## src/cme_consts.svh

```systemverilog
// constants of the command-mode entry block: offsets, fields, resets, timing
// assumes it is included by the top module
// Notes on behaviour
// - the serial input must be silent for the lead guard time (100 ms units, 2..FFFF, default 0A)
// - command code 04 writes the lead guard time and a read returns it as two bytes
// - the escape character is held in range 20..7F with default 2B
// - from idle, lead silence then the escape character then trailing silence enter command mode
// - command code 13 writes the escape character and a read returns it as one byte
// - the indicator line follows its setting: 0 receive, 1 high, 2 low, 3 reserved, 4 own packets
// - command code 28 writes the indicator setting and a read returns one byte
// - exit command code 09 leaves command mode at once and returns to idle
// - the flow line gives CTS for 0, TX enable low for 1, high for 3, fixed high 2 and low 4
// - after reset the flow line provides CTS flow control
// - a non-standard serial rate is stored as the nearest achievable value
// - after the escape character the input must be silent for the trailing guard time (default 0A)
// - command mode ends by itself after the inactivity timeout (100 ms units, default C8)
// - a new serial rate takes effect only when the exit command is given
`ifndef CME_CONSTS_SVH
`define CME_CONSTS_SVH
`define CME_CLK_HZ        25000000
`define CME_TICK_MS       100
`define CME_OFF_CMD       8'h00
`define CME_OFF_RESP      8'h04
`define CME_OFF_STATUS    8'h08
`define CME_OFF_CONFIG    8'h0C
`define CME_CMD_WR_BIT    24
`define CME_OP_LEAD       8'h04
`define CME_OP_TRAIL      8'h05
`define CME_OP_TIMEOUT    8'h06
`define CME_OP_EXIT       8'h09
`define CME_OP_ESC        8'h13
`define CME_OP_RATE       8'h15
`define CME_OP_FLOW       8'h1F
`define CME_OP_IND        8'h28
`define CME_RST_GUARD     16'h000A
`define CME_RST_TIMEOUT   16'h00C8
`define CME_RST_ESC       8'h2B
`define CME_MIN_GUARD     16'h0002
`define CME_ESC_LO        8'h20
`define CME_ESC_HI        8'h7F
`define CME_RATE_STD_MAX  16'h0006
`define CME_RATE_NSTD_MIN 16'h007D
`define CME_RATE_ALT_STD  16'h0005
`define CME_RATE_300_IN   16'h012C
`define CME_RATE_300_OUT  16'h012B
`define CME_RATE_576_IN   16'hE100
`define CME_RATE_576_A    16'hE883
`define CME_RATE_576_B    16'hE10D
`define CME_RESP_OKAY     2'h0
`define CME_RESP_SLVERR   2'h2
`endif

```

## src/cme_pkg.sv

```systemverilog
// types shared by the command-mode entry block
// assumes cme_consts.svh sits in the include path
package cme_pkg;
  typedef enum logic [3:0] {
    CME_IDLE  = 4'b0001,
    CME_ARMED = 4'b0010,
    CME_TRAIL = 4'b0100,
    CME_CMD   = 4'b1000
  } cme_mode_type;

  typedef struct packed {
    logic [15:0] lead_guard_time;
    logic [15:0] trail_guard_time;
    logic [15:0] command_timeout;
    logic [7:0]  escape_char;
    logic [2:0]  rx_indicator_config;
    logic [2:0]  flow_config;
    logic [15:0] rate_pending;
    logic [15:0] rate_active;
  } cme_cfg_type;

  typedef struct packed {
    cme_mode_type mode;
    cme_cfg_type  cfg;
    logic [31:0]  pre;
    logic [15:0]  units;
    logic         aw_got;
    logic [7:0]   awaddr;
    logic         w_got;
    logic [31:0]  wdata;
    logic         w_full;
    logic         awready;
    logic         wready;
    logic         bvalid;
    logic [1:0]   bresp;
    logic         arready;
    logic         rvalid;
    logic [31:0]  rdata;
    logic [1:0]   rresp;
    logic [31:0]  last_cmd;
    logic [31:0]  resp;
    logic         ind;
    logic         flow;
  } cme_regs_type;
endpackage : cme_pkg

```

## src/cme_top.sv

```systemverilog
// command-mode entry, configuration commands and output line control
// assumes bytes from the uart arrive as one-cycle strobes and an axi4-lite master
//
// Decided for this implementation: the placing of the registers and register access over AXI4-Lite.
`timescale 1ns/100ps
`default_nettype none
`include "cme_consts.svh"

module cme_top
  import cme_pkg::*;
#(
  parameter int unsigned TICK_CYCLES = (`CME_CLK_HZ / 1000) * `CME_TICK_MS,
  parameter bit          VARIANT_B   = 1'b0
)
(
  input  wire logic        aclk,                  // module clock
  input  wire logic        aresetn,               // sync reset, active low
  input  wire logic        awvalid,               // write address valid
  output var  logic        awready,               // write address ready
  input  wire logic [31:0] awaddr,                // write address
  input  wire logic [2:0]  awprot,                // unused
  input  wire logic        wvalid,                // write data valid
  output var  logic        wready,                // write data ready
  input  wire logic [31:0] wdata,                 // write data
  input  wire logic [3:0]  wstrb,                 // byte enables
  output var  logic        bvalid,                // write response valid
  input  wire logic        bready,                // write response ready
  output var  logic [1:0]  bresp,                 // write response
  input  wire logic        arvalid,               // read address valid
  output var  logic        arready,               // read address ready
  input  wire logic [31:0] araddr,                // read address
  input  wire logic [2:0]  arprot,                // unused
  output var  logic        rvalid,                // read data valid
  input  wire logic        rready,                // read data ready
  output var  logic [31:0] rdata,                 // read data
  output var  logic [1:0]  rresp,                 // read response
  input  wire logic        serial_input_line_vld, // byte seen on serial input
  input  wire logic [7:0]  serial_input_line_byte,// that byte
  input  wire logic        rx_active,             // radio receive in progress
  input  wire logic        rx_addr_match,         // packet is for this module
  input  wire logic        clear_to_send,         // host may send
  input  wire logic        tx_active,             // line transmit in progress
  output var  logic        indicator_output_line, // receive indicator pin
  output var  logic        flow_output_line,      // flow control pin
  output var  logic        command_mode,          // command mode active
  output var  logic [15:0] serial_rate_setting    // rate in effect
);

  cme_regs_type r_q;
  cme_regs_type r_d;

  // -------------------------------------------------------------------
  // serial rate rounding
  // -------------------------------------------------------------------
  function automatic logic [15:0] round_rate(input logic [15:0] p);
    logic [15:0] v;
    v = p;
    if (VARIANT_B && p == `CME_RATE_STD_MAX)
      v = `CME_RATE_ALT_STD;
    else if (p == `CME_RATE_300_IN)
      v = `CME_RATE_300_OUT;
    else if (p == `CME_RATE_576_IN)
      v = VARIANT_B ? `CME_RATE_576_B : `CME_RATE_576_A;
    return v;
  endfunction : round_rate

  function automatic logic guard_ok(input logic [15:0] p);
    return p >= `CME_MIN_GUARD;
  endfunction : guard_ok

  // -------------------------------------------------------------------
  // next state
  // -------------------------------------------------------------------
  always_comb
  begin
    logic        tick;
    logic        byte_in;
    logic        wr;
    logic        ok;
    logic [7:0]  op;
    logic [15:0] p;
    logic [15:0] val;
    logic [1:0]  nbytes;
    tick    = 1'b0;
    byte_in = serial_input_line_vld;
    wr      = 1'b0;
    ok      = 1'b0;
    op      = 8'h00;
    p       = 16'h0000;
    val     = 16'h0000;
    nbytes  = 2'h0;
    r_d     = r_q;

    // 100 ms tick and saturating count of whole ticks since last activity
    if (r_q.pre == TICK_CYCLES - 1)
    begin
      r_d.pre = 32'h0000_0000;
      tick    = 1'b1;
    end
    else
      r_d.pre = r_q.pre + 32'h0000_0001;
    if (tick && r_q.units != 16'hFFFF)
      r_d.units = r_q.units + 16'h0001;

    // restarting the prescaler makes every guard count whole ticks
    if (byte_in)
    begin
      r_d.pre   = 32'h0000_0000;
      r_d.units = 16'h0000;
    end

    // escape sequence tracking
    case (r_q.mode)
      CME_IDLE:
      begin
        if (!byte_in && r_q.units >= r_q.cfg.lead_guard_time)
          r_d.mode = CME_ARMED;
      end
      CME_ARMED:
      begin
        if (byte_in)
        begin
          if (serial_input_line_byte == r_q.cfg.escape_char)
            r_d.mode = CME_TRAIL;
          else
            r_d.mode = CME_IDLE;
        end
      end
      CME_TRAIL:
      begin
        if (byte_in)
          r_d.mode = CME_IDLE;
        else if (r_q.units >= r_q.cfg.trail_guard_time)
        begin
          r_d.mode  = CME_CMD;
          r_d.pre   = 32'h0000_0000;
          r_d.units = 16'h0000;
        end
      end
      CME_CMD:
      begin
        if (!byte_in && r_q.units >= r_q.cfg.command_timeout)
        begin
          r_d.mode  = CME_IDLE;
          r_d.units = 16'h0000;
        end
      end
      default:
        r_d.mode = CME_IDLE;
    endcase

    // -------------------------------------------------------------------
    // register bus: write address and data are taken in either order
    // -------------------------------------------------------------------
    if (awvalid && r_q.awready)
    begin
      r_d.aw_got = 1'b1;
      r_d.awaddr = awaddr[7:0];
    end
    if (wvalid && r_q.wready)
    begin
      r_d.w_got  = 1'b1;
      r_d.wdata  = wdata;
      // strobes travel with the data beat, so they are judged when it is taken
      r_d.w_full = (wstrb == 4'hF);
    end
    if (r_q.bvalid && bready)
      r_d.bvalid = 1'b0;

    if (r_q.aw_got && r_q.w_got && !r_q.bvalid)
    begin
      r_d.aw_got = 1'b0;
      r_d.w_got  = 1'b0;
      r_d.bvalid = 1'b1;
      r_d.bresp  = `CME_RESP_OKAY;
      if (r_q.awaddr == `CME_OFF_CMD && r_q.w_full)
      begin
        op = r_q.wdata[23:16];
        p  = r_q.wdata[15:0];
        wr = r_q.wdata[`CME_CMD_WR_BIT];
        r_d.last_cmd = r_q.wdata;
        // commands are honoured in command mode only
        if (r_q.mode == CME_CMD && r_d.mode == CME_CMD)
        begin
          r_d.pre   = 32'h0000_0000;
          r_d.units = 16'h0000;
          ok        = 1'b1;
          case (op)
            `CME_OP_LEAD:
            begin
              nbytes = 2'h2;
              ok     = !wr || guard_ok(p);
              if (wr && ok)
                r_d.cfg.lead_guard_time = p;
              val = r_d.cfg.lead_guard_time;
            end
            `CME_OP_TRAIL:
            begin
              nbytes = 2'h2;
              ok     = !wr || guard_ok(p);
              if (wr && ok)
                r_d.cfg.trail_guard_time = p;
              val = r_d.cfg.trail_guard_time;
            end
            `CME_OP_TIMEOUT:
            begin
              nbytes = 2'h2;
              ok     = !wr || guard_ok(p);
              if (wr && ok)
                r_d.cfg.command_timeout = p;
              val = r_d.cfg.command_timeout;
            end
            `CME_OP_ESC:
            begin
              nbytes = 2'h1;
              ok     = !wr || (p >= {8'h00, `CME_ESC_LO} && p <= {8'h00, `CME_ESC_HI});
              if (wr && ok)
                r_d.cfg.escape_char = p[7:0];
              val = {8'h00, r_d.cfg.escape_char};
            end
            `CME_OP_IND:
            begin
              nbytes = 2'h1;
              ok     = !wr || p <= 16'h0004;
              if (wr && ok)
                r_d.cfg.rx_indicator_config = p[2:0];
              val = {13'h0000, r_d.cfg.rx_indicator_config};
            end
            `CME_OP_FLOW:
            begin
              nbytes = 2'h1;
              ok     = !wr || p <= 16'h0004;
              if (wr && ok)
                r_d.cfg.flow_config = p[2:0];
              val = {13'h0000, r_d.cfg.flow_config};
            end
            `CME_OP_RATE:
            begin
              nbytes = 2'h2;
              ok     = !wr || p <= `CME_RATE_STD_MAX || p >= `CME_RATE_NSTD_MIN;
              if (wr && ok)
                r_d.cfg.rate_pending = round_rate(p);
              val = r_d.cfg.rate_pending;
            end
            `CME_OP_EXIT:
            begin
              r_d.mode             = CME_IDLE;
              r_d.units            = 16'h0000;
              r_d.cfg.rate_active  = r_q.cfg.rate_pending;
            end
            default:
              ok = 1'b0;
          endcase
        end
        r_d.resp = {13'h0000, !ok, nbytes, val};
      end
      else
        r_d.bresp = `CME_RESP_SLVERR;
    end

    // -------------------------------------------------------------------
    // register bus: read channel
    // -------------------------------------------------------------------
    if (r_q.rvalid && rready)
      r_d.rvalid = 1'b0;
    if (arvalid && r_q.arready)
    begin
      r_d.rvalid = 1'b1;
      r_d.rresp  = `CME_RESP_OKAY;
      case (araddr[7:0])
        `CME_OFF_CMD:    r_d.rdata = r_q.last_cmd;
        `CME_OFF_RESP:   r_d.rdata = r_q.resp;
        `CME_OFF_STATUS: r_d.rdata = {r_q.cfg.rate_active, r_q.units[11:0], r_q.mode};
        `CME_OFF_CONFIG: r_d.rdata = {r_q.cfg.escape_char, 2'h0, r_q.cfg.flow_config,
                                      r_q.cfg.rx_indicator_config, r_q.cfg.rate_pending};
        default:
        begin
          r_d.rdata = 32'h0000_0000;
          r_d.rresp = `CME_RESP_SLVERR;
        end
      endcase
    end
    r_d.awready = !r_d.aw_got && !r_d.bvalid;
    r_d.wready  = !r_d.w_got && !r_d.bvalid;
    r_d.arready = !r_d.rvalid;

    // -------------------------------------------------------------------
    // output lines
    // -------------------------------------------------------------------
    // the reserved indicator setting falls into the default and drives low
    case (r_q.cfg.rx_indicator_config)
      3'h0:    r_d.ind = rx_active;
      3'h1:    r_d.ind = 1'b1;
      3'h4:    r_d.ind = rx_active && rx_addr_match;
      default: r_d.ind = 1'b0;
    endcase
    case (r_q.cfg.flow_config)
      3'h0:    r_d.flow = !clear_to_send;
      3'h1:    r_d.flow = !tx_active;
      3'h2:    r_d.flow = 1'b1;
      3'h3:    r_d.flow = tx_active;
      default: r_d.flow = 1'b0;
    endcase
  end

  // -------------------------------------------------------------------
  // state register
  // -------------------------------------------------------------------
  always_ff @(posedge aclk)
  begin
    if (!aresetn)
    begin
      r_q                          <= '0;
      r_q.mode                     <= CME_IDLE;
      r_q.cfg.lead_guard_time      <= `CME_RST_GUARD;
      r_q.cfg.trail_guard_time     <= `CME_RST_GUARD;
      r_q.cfg.command_timeout      <= `CME_RST_TIMEOUT;
      r_q.cfg.escape_char          <= `CME_RST_ESC;
      r_q.cfg.rx_indicator_config  <= 3'h0;
      r_q.cfg.flow_config          <= 3'h0;
      r_q.awready                  <= 1'b1;
      r_q.wready                   <= 1'b1;
      r_q.arready                  <= 1'b1;
      r_q.flow                     <= 1'b1;
    end
    else
      r_q <= r_d;
  end

  assign awready               = r_q.awready;
  assign wready                = r_q.wready;
  assign bvalid                = r_q.bvalid;
  assign bresp                 = r_q.bresp;
  assign arready               = r_q.arready;
  assign rvalid                = r_q.rvalid;
  assign rdata                 = r_q.rdata;
  assign rresp                 = r_q.rresp;
  assign indicator_output_line = r_q.ind;
  assign flow_output_line      = r_q.flow;
  assign command_mode          = r_q.mode[3];
  assign serial_rate_setting   = r_q.cfg.rate_active;

endmodule : cme_top
`default_nettype wire

```

## config.mk

```make
export PLATFORM = sky130hd
export DESIGN_NAME = cme_top
export DESIGN_NICKNAME = d
export VERILOG_FILES = /design/src/cme_pkg.sv /design/src/cme_top.sv
export VERILOG_INCLUDE_DIRS = /design/src
export SDC_FILE = /design/constraint.sdc
export NUM_CORES = 1
export LEC_CHECK = 0
export BUFFER_PORTS_ARGS = -buffer_cell sky130_fd_sc_hd__buf_2
export CAP_MARGIN = 20
export CORE_MARGIN = 5
export CORE_UTILIZATION = 43
export CTS_CLUSTER_SIZE = 14
export DETAILED_ROUTE_END_ITERATION = 12
export GPL_ROUTABILITY_DRIVEN = 0
export MAX_ROUTING_LAYER = met4
export SLEW_MARGIN = 0
export SYNTH_ARGS = -nofsm -noshare
export SYNTH_HDL_FRONTEND = slang
export SYNTH_SLANG_ARGS = --single-unit
```

## constraint.sdc

```tcl
create_clock -name aclk -period 3.74 [get_ports aclk]
set_input_delay 0.748 -clock aclk [delete_from_list [all_inputs] [get_ports aclk]]
set_output_delay 0.748 -clock aclk [all_outputs]
set_load 0.02 [all_outputs]
```

== After elaboration in Yosys (flattened, before gate mapping) ==
Index checks and enable logic that the tools add are counted.
Storage, ports and cells
  bits in registers: 283
  logic and storage cells: 176
Operators by class
  mux-type cells: 57
  reductions and logical operators: 53
  eq/ne operators: 27
  magnitude comparators: 9
  $add $sub $neg: 2
Operator list (number)
  146-bit two-way mux: 2
  16-bit two-way mux: 14
  147-bit two-way mux: 1
  48-bit two-way mux: 3
  32-bit case mux with 4 select lines: 1
  16-bit case mux with 7 select lines: 1
  32-bit two-way mux: 2
  16-bit >= comparator: 3
  35-bit two-way mux: 1
  34-bit two-way mux: 1
  32-bit by 1-bit adder with 32-bit output, second input constant: 1
  32-bit by 22-bit == test with 1-bit output, second input constant: 1
  8-bit by 3-bit == test with 1-bit output, second input constant: 4
  16-bit by 3-bit less-or-equal comparator with 1-bit output, second input constant: 2
  16-bit case mux with 2 select lines: 1
  4-bit AND reduction: 8
  8-bit by 4-bit == test with 1-bit output, second input constant: 3
  8-bit by 5-bit == test with 1-bit output, second input constant: 3
  4-bit two-way mux: 6
  1-bit logical AND: 20
  3-bit two-way mux: 6
  16-bit by 1-bit adder with 16-bit output, second input constant: 1
  16-bit == test, second input constant: 1
  16-bit by 9-bit == test with 1-bit output, second input constant: 1
  other kinds (31): 61

== Depth between registers and ports, before layout ==
Gate-level depths: netlist of run 1.
  word-level depth: 13
  mapped depth: 12
  depth with buffers taken out: 9

== Least setup slack after synthesis of run 1 ==
No wires, ideal clock.
  kind: register to register
  start: reg r_q[150] (netlist bit)
  end: reg r_q[292] (netlist bit)
  slack: 1006 ps
  cell stages (with the launch flop): 11
  clock period less this slack: 2734 ps
  buffers on the path: 1
  arrival: 2600 ps
  data required time: 3606 ps
  cells stage by stage: dfxtp_1 inv_1 ha_1 nand2b_1 a2111oi_0 or4_1 o21ai_1 o31ai_4 buf_4 o22ai_1 or4b_1
Between the ends
  longest elaborated chain between the ends: 9
  elaborated cells between the ends (all ways): 16
  classes of those cells: 3 x order compare; 1 x eq/ne; 9 x mux; 3 x reduce/logical
Ends and longest elaborated chain
  start, declared: line cme_top.sv:49  | cme_regs_type r_q;
  start signal, assigned: line cme_top.sv:327  | r_q <= r_d;
  16-bit >= comparator, on equally long branches: line cme_top.sv:133, cme_top.sv:116, cme_top.sv:142
  4-bit two-way mux (tied with other cells): line cme_top.sv:133  | else if (r_q.units >= r_q.cfg.trail_guard_time)
  4-bit two-way mux, on equally long branches: line cme_top.sv:131, cme_top.sv:116, cme_top.sv:142
  4-bit case mux with 4 select lines (*): line cme_top.sv:113  | case (r_q.mode)
  4-bit == test: line cme_top.sv:183  | if (r_q.mode == CME_CMD && r_d.mode == CME_CMD)
  1-bit logical AND: line cme_top.sv:183
  146-bit two-way mux: line cme_top.sv:183
  146-bit two-way mux: line cme_top.sv:176  | if (r_q.awaddr == `CME_OFF_CMD && r_q.w_full)
  147-bit two-way mux (*): line cme_top.sv:170  | if (r_q.aw_got && r_q.w_got && !r_q.bvalid)
Every way passes the cells marked *; elsewhere a longest branch is shown, timed or not.
A chain may end at the register's enable or synchronous reset.

== Worst setup path in the final report of run 1 ==
  start: reg r_q[160] (netlist bit)
  end: reg r_q[292] (netlist bit)
Same word-level chain as after synthesis.

==> impl_metrics.csv, run 1 <==
group,metric,value,unit
status,outcome,"finished clean",
sta,rsz0062_at_grt,"false",
critical_path,r2r_end,"r_q[292]",
synth,yosysMostFrequentCell,"nand2_1",
synth,yosysTopAreaCellShare,39.22,%
floorplan,core-area,32700,sq um
clocking,path_clk_slew,0.06,ns
synth,synth_commonest_cells,"nand2_1 (313), dfxtp_1 (281), mux2i_1 (112), a21oi_1 (108), nor2_1 (108)",
critical_path,critical_path.reg2reg.startpoint,"r_q[160]",
synth,synth_cell_types,78,
detailed_routing,drt_iter0_drc,1077,
detailed_routing,firstDrtPassIters,5,
min_path,hold_path_class,"input pin to register",
detailed_routing,drcViolationCount,0,
grt,track_usage,23.48,%
power,p_leak,0.006620,uW
sta,layout_min_cycle_time,3.213,ns
synth,synth_mux_area_share,11.98,%
sta,skew,0.01760,ns
min_path,whs_path_depth,3,
synth,synthSimpleGateAreaFrac,20.75,%
critical_path,critPathKind,"register to register",
cells_and_area,drive_above_1_share,16.19,%
grt,grt_pass1_wl,66960,um
sta,setup_violations,0,
synth,yosysWarnings,0,
floorplan,chipWidth,192.7,um
power,irDropWorstVdd,0.3809,mV
grt,antenna_found_initial,0,
floorplan,num_io_pins,186,
critical_path,required,4.19,ns
placement,placedCellCount,2128,
floorplan,rows,66,
grt,gr-usage-met3,2.931,%
floorplan,start_util,43.87,%
synth,synthesis.area,14350,sq um
sta,fin_crit_sh,85.90,%
cells_and_area,nets,1896,
floorplan,die_y,192.7,um
synth,synth_top_family_by_area,"simple AND/OR/NAND/NOR gates",
clocking,clock_latency,0.58,ns
detailed_routing,vias,12324,
synth,synth_edf_count,0,
synth,avgSynthCellArea,8.595,sq um
synth,synth_top_flop_cell,"dfxtp_1",
clocking,hold_buffers,0,
critical_path,critPathCaptureType,"register",
floorplan,dieArea,37110,sq um
placement,io_buffers,129,
sta,hold_viol,0,
cells_and_area,layout.cells.non_filler,2184,
synth,synthTopCellsByArea,"dfxtp_1 (39%), nand2_1 (8.2%), mux2i_1 (7.8%), ha_1 (4.4%), a21oi_1 (3.8%)",
cells_and_area,fin_area,16120,sq um
power,power,6494,uW
clocking,cts-root-buf,"clkbuf_16",
min_path,hp-start,"wdata[25]",
critical_path,critPathArrivalTime,3.67,ns
grt,busiest_layer,"met2",
synth,yosysSeqAreaShare,39.22,%
grt,met1_usage,33.39,%
placement,place_area,15130,sq um
placement,preCtsSetupSlack,0.5430,ns
clocking,htreeDepth,1,
critical_path,timing.reg2reg.setup_slack,0.53,ns
synth,ys_ff_latch,281,
clocking,numCtsBuffers,31,
synth,syn_inst,1669,
sta,tightestPinTransition,0.8082,ns
sta,fmax,311.3,MHz
grt,use_met2,35.62,%
critical_path,ff2ff_path_depth,9,
sta,slew_headroom,46.12,%
sta,layout_setup_ws,0.5273,ns
clocking,clock_sinks,281,
clocking,post_cts_resize_count,0,
run,maxCapViolations,0,
cells_and_area,syn_to_final_growth,12.39,%
critical_path,start_kind,"register",
synth,synth_compound_area_share,13.07,%
min_path,holdPathEnd,"r_q[133]",
placement,dp_hpwl,31530,um
detailed_routing,post_drt_wl_per_cell,19.83,um
detailed_routing,drt-vias-per-instance,5.643,
clocking,cts_tree,"yes",
sta,slew_violations,0,
critical_path,cp_max_fo,14,
synth,async_reset_ff_share,0,%
clocking,cts_buffer_depth,3,
synth,synth-xor-area-share,3.297,%
grt,grt-ovfl-total,0,
clocking,post-cts-setup-buffers,0,
synth,synthAdderAreaFrac,4.361,%
cells_and_area,diodes,0,
sta,fin_setup_tns,0,ns
grt,grt_max_degree,76,
detailed_routing,wirelength,43300,um
grt,first_global_vias,11765,
detailed_routing,detail-route-antenna-nets,0,
synth,yosysTopAreaCell,"dfxtp_1",
power,power.density,402.8,nW/um^2
[where the power goes]
part	total (uW)	switching [uW]	internal, uW
clock network	2940	1260	1680
registers	3110	78.0	3040
logic	439	285	153
total	6490	1630	4870
[cell type report]
type	count	area [sq um]
sequential	281	5625
clock inverter	11	75.07
fill	3213	16580
clock buffer	44	904.6
tap	442	553.0
inverter	53	201.4
timing repair buffer	175	1064
multi-input combinational	1178	7700
[critical path, cell delays in order, from the launching register on]
cell	delay, ns
dfxtp_1	0.37
buf_4	0.18
ha_1	0.29
nand4_1	0.16
or4_1	0.55
o21ai_1	0.23
o31ai_4	0.10
buf_4	0.24
o21ai_2	0.46
or4b_1	0.48
[per-layer routing]
| metal | up-vias | routed length, um |
|---|---|---|
| met2 | 434 | 19330 |
| met3 | 72 | 3387 |
| met5 | - | 0 |
| met1 | 5886 | 19600 |
| met4 | 0 | 978 |
| li1 | 5932 | - |
[metrics by stage]
step	hold WS, ns	utilization [%]
final	0.3998	49.30
after global routing	0.3958	49.30
after CTS	0.3758	49.26
after detailed placement	0.4367	46.26
after global placement	0.4274	46.26
after floorplan	0.4198	-
[sequential cells by signal (all words and copies together), names as in the netlist]
name / cells
command_mode: 1
bvalid: 1
bresp: 1
rdata: 32
flow_output_line: 1
rresp: 1
wready: 1
indicator_output_line: 1
rvalid: 1
awready: 1
serial_rate_setting: 16
r_q: 223
arready: 1
[placed cells by master, fill, tap and decap left out, types with 13 or more instances in the layout]
master / instances
nor4_1: 13
a22o_1: 17
ha_1: 50
mux2_2: 13
nor3_1: 60
o21ai_0: 41
dfxtp_1: 281
xor2_1: 32
mux4_2: 19
xnor2_1: 22
a22oi_1: 37
mux2i_1: 112
and4_1: 13
a21oi_1: 107
inv_1: 52
nor2_1: 107
nand2_1: 313
buf_2: 128
nand3_1: 26
clkbuf_16: 31
nand4_1: 31
buf_4: 41
[how the worst max path moves through the flow]
stage             start       end  slack [ns]  cells past startpoint
2_1_floorplan  r_q[150]  r_q[292]        1.01                     10
3_3_place_gp   r_q[160]  r_q[292]        0.60                      9
3_5_place_dp   r_q[160]  r_q[292]        0.54                      9
4_1_cts        r_q[160]  r_q[292]        0.55                      9
5_1_grt        r_q[163]  r_q[292]        0.42                      9
6_report       r_q[160]  r_q[292]        0.53                      9
[cell families after synthesis]
family | count (synthesis)
simple gates | 644
compound gates | 282
flops | 281
xor+xnor | 54
fa+ha+maj | 50
mux | 146
other cells | 1
buf+inv | 211
No activity file was read; power rests on OpenSTA's default activity.
==> inputs of run 2 (changes only) <==
--- a/config.mk
+++ b/config.mk
@@ -6,14 +6,13 @@
 export SDC_FILE = /design/constraint.sdc
 export NUM_CORES = 1
 export LEC_CHECK = 0
-export BUFFER_PORTS_ARGS = -buffer_cell sky130_fd_sc_hd__buf_2
 export CAP_MARGIN = 20
 export CORE_MARGIN = 5
 export CORE_UTILIZATION = 43
 export CTS_CLUSTER_SIZE = 14
 export DETAILED_ROUTE_END_ITERATION = 12
+export DONT_BUFFER_PORTS = 1
 export GPL_ROUTABILITY_DRIVEN = 0
-export MAX_ROUTING_LAYER = met4
 export SLEW_MARGIN = 0
 export SYNTH_ARGS = -nofsm -noshare
 export SYNTH_HDL_FRONTEND = slang
==> impl_metrics.csv, run 2 (synthesis results as in run 1) <==
group,metric,value,unit
cells_and_area,mostFrequentLayoutCell,"nand2_1",
critical_path,cp.depth,10,
detailed_routing,vias,11868,
critical_path,timing.reg2reg.setup_slack,0.53,ns
critical_path,critical_path.reg2reg.startpoint,"r_q[267]",
grt,first_global_vias,11051,
critical_path,r2r_end,"r_q[20]",
cells_and_area,syn_to_final_growth,8.496,%
sta,slew_violations,0,
clocking,htreeDepth,1,
sta,tightestPinTransition,1.202,ns
cells_and_area,largest_register,"r_q",
detailed_routing,detail-route-antenna-nets,0,
cells_and_area,nets,1765,
clocking,post-cts-setup-buffers,0,
detailed_routing,drcViolationCount,0,
placement,place_area,14450,sq um
floorplan,chipWidth,192.7,um
clocking,numCtsBuffers,31,
placement,dp_hpwl,30370,um
floorplan,dieArea,37110,sq um
detailed_routing,drt_iter0_drc,973,
clocking,post_cts_resize_count,0,
floorplan,rows,66,
sta,slew_headroom,19.54,%
critical_path,cp_max_fo,14,
floorplan,die_y,192.7,um
grt,grt_pass1_wl,64010,um
floorplan,core-area,32700,sq um
cells_and_area,drive_above_1_share,9.294,%
critical_path,path_buf_inv,2,
critical_path,ff2ff_path_depth,10,
power,power.density,429.8,nW/um^2
power,p_leak,0.006067,uW
detailed_routing,post_drt_wl_per_cell,20.58,um
critical_path,critPathKind,"register to register",
critical_path,endpoint,"r_q[20]",
grt,antenna_found_initial,0,
min_path,hp-start,"aresetn",
critical_path,start_kind,"register",
critical_path,crit_family,"compound AO/OA/AOI/OAI gates",
cells_and_area,fin_area,15560,sq um
sta,fmax,311.8,MHz
power,power,6689,uW
sta,fin_crit_sh,85.75,%
sta,setup_violations,0,
grt,grt_max_degree,115,
cells_and_area,largest_reg_flops,223,
detailed_routing,firstDrtPassIters,5,
sta,layout_min_cycle_time,3.207,ns
grt,grt-ovfl-total,0,
status,outcome,"finished clean",
clocking,clock_sinks,281,
critical_path,critPathCaptureType,"register",
cells_and_area,mostFrequentLayoutCells,"nand2_1 (313), dfxtp_1 (281), mux2i_1 (112), a21oi_1 (107), nor2_1 (107)",
clocking,hold_buffers,0,
floorplan,start_util,43.87,%
critical_path,cp_cell_sequence,"inv_1, ha_1, a21oi_1, a211oi_1, a2111oi_0, o21ai_0, and2_1, o21ai_2, buf_4, nor3b_1",
detailed_routing,drt-vias-per-instance,5.772,
sta,rsz0062_at_grt,"false",
grt,track_usage,21.85,%
detailed_routing,wirelength,42320,um
cells_and_area,layout.cells.non_filler,2056,
critical_path,startpoint,"r_q[267]",
power,irDropWorstVdd,0.4095,mV
cells_and_area,diodes,0,
critical_path,required,4.23,ns
floorplan,num_io_pins,186,
clocking,path_clk_slew,0.06,ns
clocking,cts_buffer_depth,3,
placement,io_buffers,0,
run,maxCapViolations,0,
min_path,hold_path_class,"input pin to register",
clocking,clock_latency,0.57,ns
sta,fin_setup_tns,0,ns
critical_path,cp_slowest_cell,"a2111oi_0",
cells_and_area,fillers,3229,
sta,hold_viol,0,
critical_path,critPathArrivalTime,3.69,ns
placement,placedCellCount,1996,
sta,skew,0.02356,ns
cells_and_area,finish.utilization,47.59,%
min_path,whs_path_depth,1,
critical_path,critPathMaxStageDelay,0.57,ns
clocking,cts_tree,"yes",
clocking,cts-root-buf,"clkbuf_16",
run 2: routing by layer:
metal / global-route usage [%] / part of all wire (%)
met1: 31.36 / 45
met2: 33.56 / 45
met4: 4.717 / 1.7
met5: 0 / 0
met3: 5.137 / 9.1
run 2: area by class of cell:
type                       instances  area (sq um)  area share (%)
clock buffer                      48         919.6           5.909
timing repair buffer              44         395.4           2.540
sequential                       281          5625           36.14
inverter                          53         201.4           1.294
tap                              442         553.0           3.553
clock inverter                    10         168.9           1.085
multi-input combinational       1178          7700           49.47
run 2: power breakdown:
group	switching (uW)	internal, uW
clock network	1260	1970
registers	85.4	3040
logic	224	119
total	1570	5120
run 2: worst min path at each step:
| stage | endpoint | slack (ns) |
|---|---|---|
| 6_report | flow_output_line | 0.26 |
| 2_1_floorplan | r_q[10] | 0.42 |
| 3_5_place_dp | r_q[15] | 0.44 |
| 4_1_cts | flow_output_line | 0.25 |
| 5_1_grt | flow_output_line | 0.25 |
| 3_3_place_gp | r_q[14] | 0.43 |
run 2: worst reg2reg max path, cell delays in order, from the launching register on:
cell	delay (ns)
dfxtp_1	0.34
inv_1	0.06
ha_1	0.30
a21oi_1	0.20
a211oi_1	0.10
a2111oi_0	0.57
o21ai_0	0.31
and2_1	0.45
o21ai_2	0.29
buf_4	0.28
nor3b_1	0.22
run 2: stage by stage:
stage	setup WS (ns)	hold WS [ns]
finish	0.5329	0.2583
global route	0.3540	0.2494
CTS	0.5880	0.2472
detailed placement	0.5512	0.4371
global placement	0.5505	0.4282
floorplan	1.006	0.4198
==> inputs of run 3 (changes only) <==
--- a/config.mk
+++ b/config.mk
@@ -7,12 +7,16 @@
 export NUM_CORES = 1
 export LEC_CHECK = 0
 export CAP_MARGIN = 20
+export CELL_PAD_IN_SITES_DETAIL_PLACEMENT = 1
+export CELL_PAD_IN_SITES_GLOBAL_PLACEMENT = 1
+export CORE_ASPECT_RATIO = 0.75
 export CORE_MARGIN = 5
 export CORE_UTILIZATION = 43
 export CTS_CLUSTER_SIZE = 14
 export DETAILED_ROUTE_END_ITERATION = 12
 export DONT_BUFFER_PORTS = 1
 export GPL_ROUTABILITY_DRIVEN = 0
+export PLACE_DENSITY_LB_ADDON = 0.1
 export SLEW_MARGIN = 0
 export SYNTH_ARGS = -nofsm -noshare
 export SYNTH_HDL_FRONTEND = slang
==> impl_metrics.csv, run 3 (synthesis results as in run 1) <==
group,metric,value,unit
sta,setup_violations,0,
sta,fmax,290.9,MHz
sta,slew_headroom,36.73,%
power,internal_power,4910,uW
clocking,path_clk_slew,0.07,ns
grt,grt_max_degree,115,
power,p_leak,0.006053,uW
critical_path,required,4.23,ns
grt,track_usage,25.23,%
floorplan,die_y,168.2,um
placement,dp_hpwl,35610,um
grt,first_global_vias,12092,
sta,layout_min_cycle_time,3.437,ns
grt,grt_pass1_wl,74580,um
detailed_routing,post_drt_wl_per_cell,23.66,um
sta,fin_crit_sh,91.91,%
clocking,hold_buffers,0,
clocking,numCtsBuffers,30,
critical_path,critPathKind,"register to register",
critical_path,cp_max_fo,8,
cells_and_area,diodes,0,
floorplan,dieArea,37150,sq um
grt,antenna_found_initial,0,
power,power,6528,uW
min_path,hold_path_class,"input pin to register",
detailed_routing,drt-vias-per-instance,5.872,
floorplan,num_io_pins,186,
clocking,post-cts-setup-buffers,0,
placement,io_buffers,0,
clocking,cts_tree,"yes",
cells_and_area,mostFrequentLayoutCell,"nand2_1",
detailed_routing,drt_iter0_drc,832,
clocking,cts-root-buf,"clkbuf_16",
clocking,post_cts_resize_count,0,
critical_path,critPathCaptureType,"register",
sta,fin_setup_tns,0,ns
sta,hold_viol,0,
sta,slew_violations,0,
grt,grt-ovfl-total,0,
detailed_routing,firstDrtPassIters,5,
run,maxCapViolations,0,
floorplan,start_util,43.92,%
sta,hold_slack,0.3073,ns
status,outcome,"finished clean",
power,p_seq_share,47.8,%
floorplan,chipWidth,220.9,um
detailed_routing,detail-route-antenna-nets,0,
detailed_routing,drcViolationCount,0,
power,combPwrFrac,5.6,%
clocking,cts_buffer_depth,3,
sta,rsz0062_at_grt,"false",
power,power.density,420.7,nW/um^2
critical_path,start_kind,"register",
clocking,clock_latency,0.58,ns
sta,skew,0.02008,ns
detailed_routing,wirelength,48690,um
cells_and_area,largest_register,"r_q",
power,pwr-share-clk,46.5,%
clocking,clock_sinks,281,
power,swShare,24.78,%
sta,tightestPinTransition,0.9456,ns
cells_and_area,nets,1770,
cells_and_area,largest_reg_flops,223,
cells_and_area,mostFrequentLayoutCells,"nand2_1 (313), dfxtp_1 (281), mux2i_1 (112), a21oi_1 (107), nor2_1 (107)",
floorplan,core-area,32660,sq um
power,irDropWorstVdd,0.3263,mV
cells_and_area,syn_to_final_growth,8.164,%
power,p_switching,1617,uW
critical_path,critPathArrivalTime,3.93,ns
clocking,htreeDepth,1,
cells_and_area,finish.utilization,47.50,%
cells_and_area,drive_above_1_share,9.530,%
floorplan,rows,57,
detailed_routing,vias,12084,
-- run 3: cell count changes in the layout (fill, tap and decap cells not counted), sizes merged --
cell / before / now
clkinvlp: 0 / 1
bufinv: 4 / 2
clkinv: 5 / 7
clkbuf: 48 / 44
inv: 54 / 53
buf: 44 / 50
-- run 3: routing by layer --
layer	part of all wire [%]	vias up	GRT usage, %
met4	2.1	0	5.364
met1	48	6025	37.05
met2	42	337	37.15
li1	-	5665	-
met5	0	-	0
met3	7.5	57	6.945
-- run 3: path summary, 6_finish.rpt --
kind | startpoint | endpoint | slack, ns | cells after the start
worst min-delay path | wdata[12] | r_q[120] | 0.31 | 2
worst max register to register | r_q[160] | r_q[240] | 0.30 | 8
worst max-delay path | r_q[160] | r_q[240] | 0.30 | 8
worst min register to register | r_q[135] | r_q[61] | 0.45 | 2
-- run 3: area by class of cell --
class	instances	area [sq um]
sequential	281	5625
inverter	53	201.4
timing repair buffer	50	445.4
fill	3845	17150
multi-input combinational	1178	7700
tap	442	553.0
clock buffer	44	873.3
clock inverter	10	117.6
-- run 3: critical path: stages (launching register included) --
cell	delay, ns
dfxtp_1	0.58
ha_1	0.33
nand4_1	0.13
a211oi_1	0.06
a2111oi_0	0.52
o21ai_0	0.32
and2_1	0.43
o211ai_2	0.72
mux2i_1	0.25
-- run 3: per-stage QoR --
stage	area, sq um	setup slack [ns]	std cells
3_5_place_dp	14530	0.2980	2004
4_1_cts	15520	0.2877	2058
6_report	15520	0.3026	2058
3_3_place_gp	14510	0.5385	2003
5_1_grt	15520	0.1490	2058
2_1_floorplan	14350	1.006	1670
-- run 3: power by group through the flow --
stage / combinational (uW) / sequential (uW) / clock (uW)
2_1_floorplan: 312 / 3130 / 0
3_3_place_gp: 354 / 3180 / 0
3_5_place_dp: 363 / 3180 / 0
4_1_cts: 364 / 3120 / 3110
5_1_grt: 402 / 3130 / 3240
6_report: 368 / 3120 / 3040
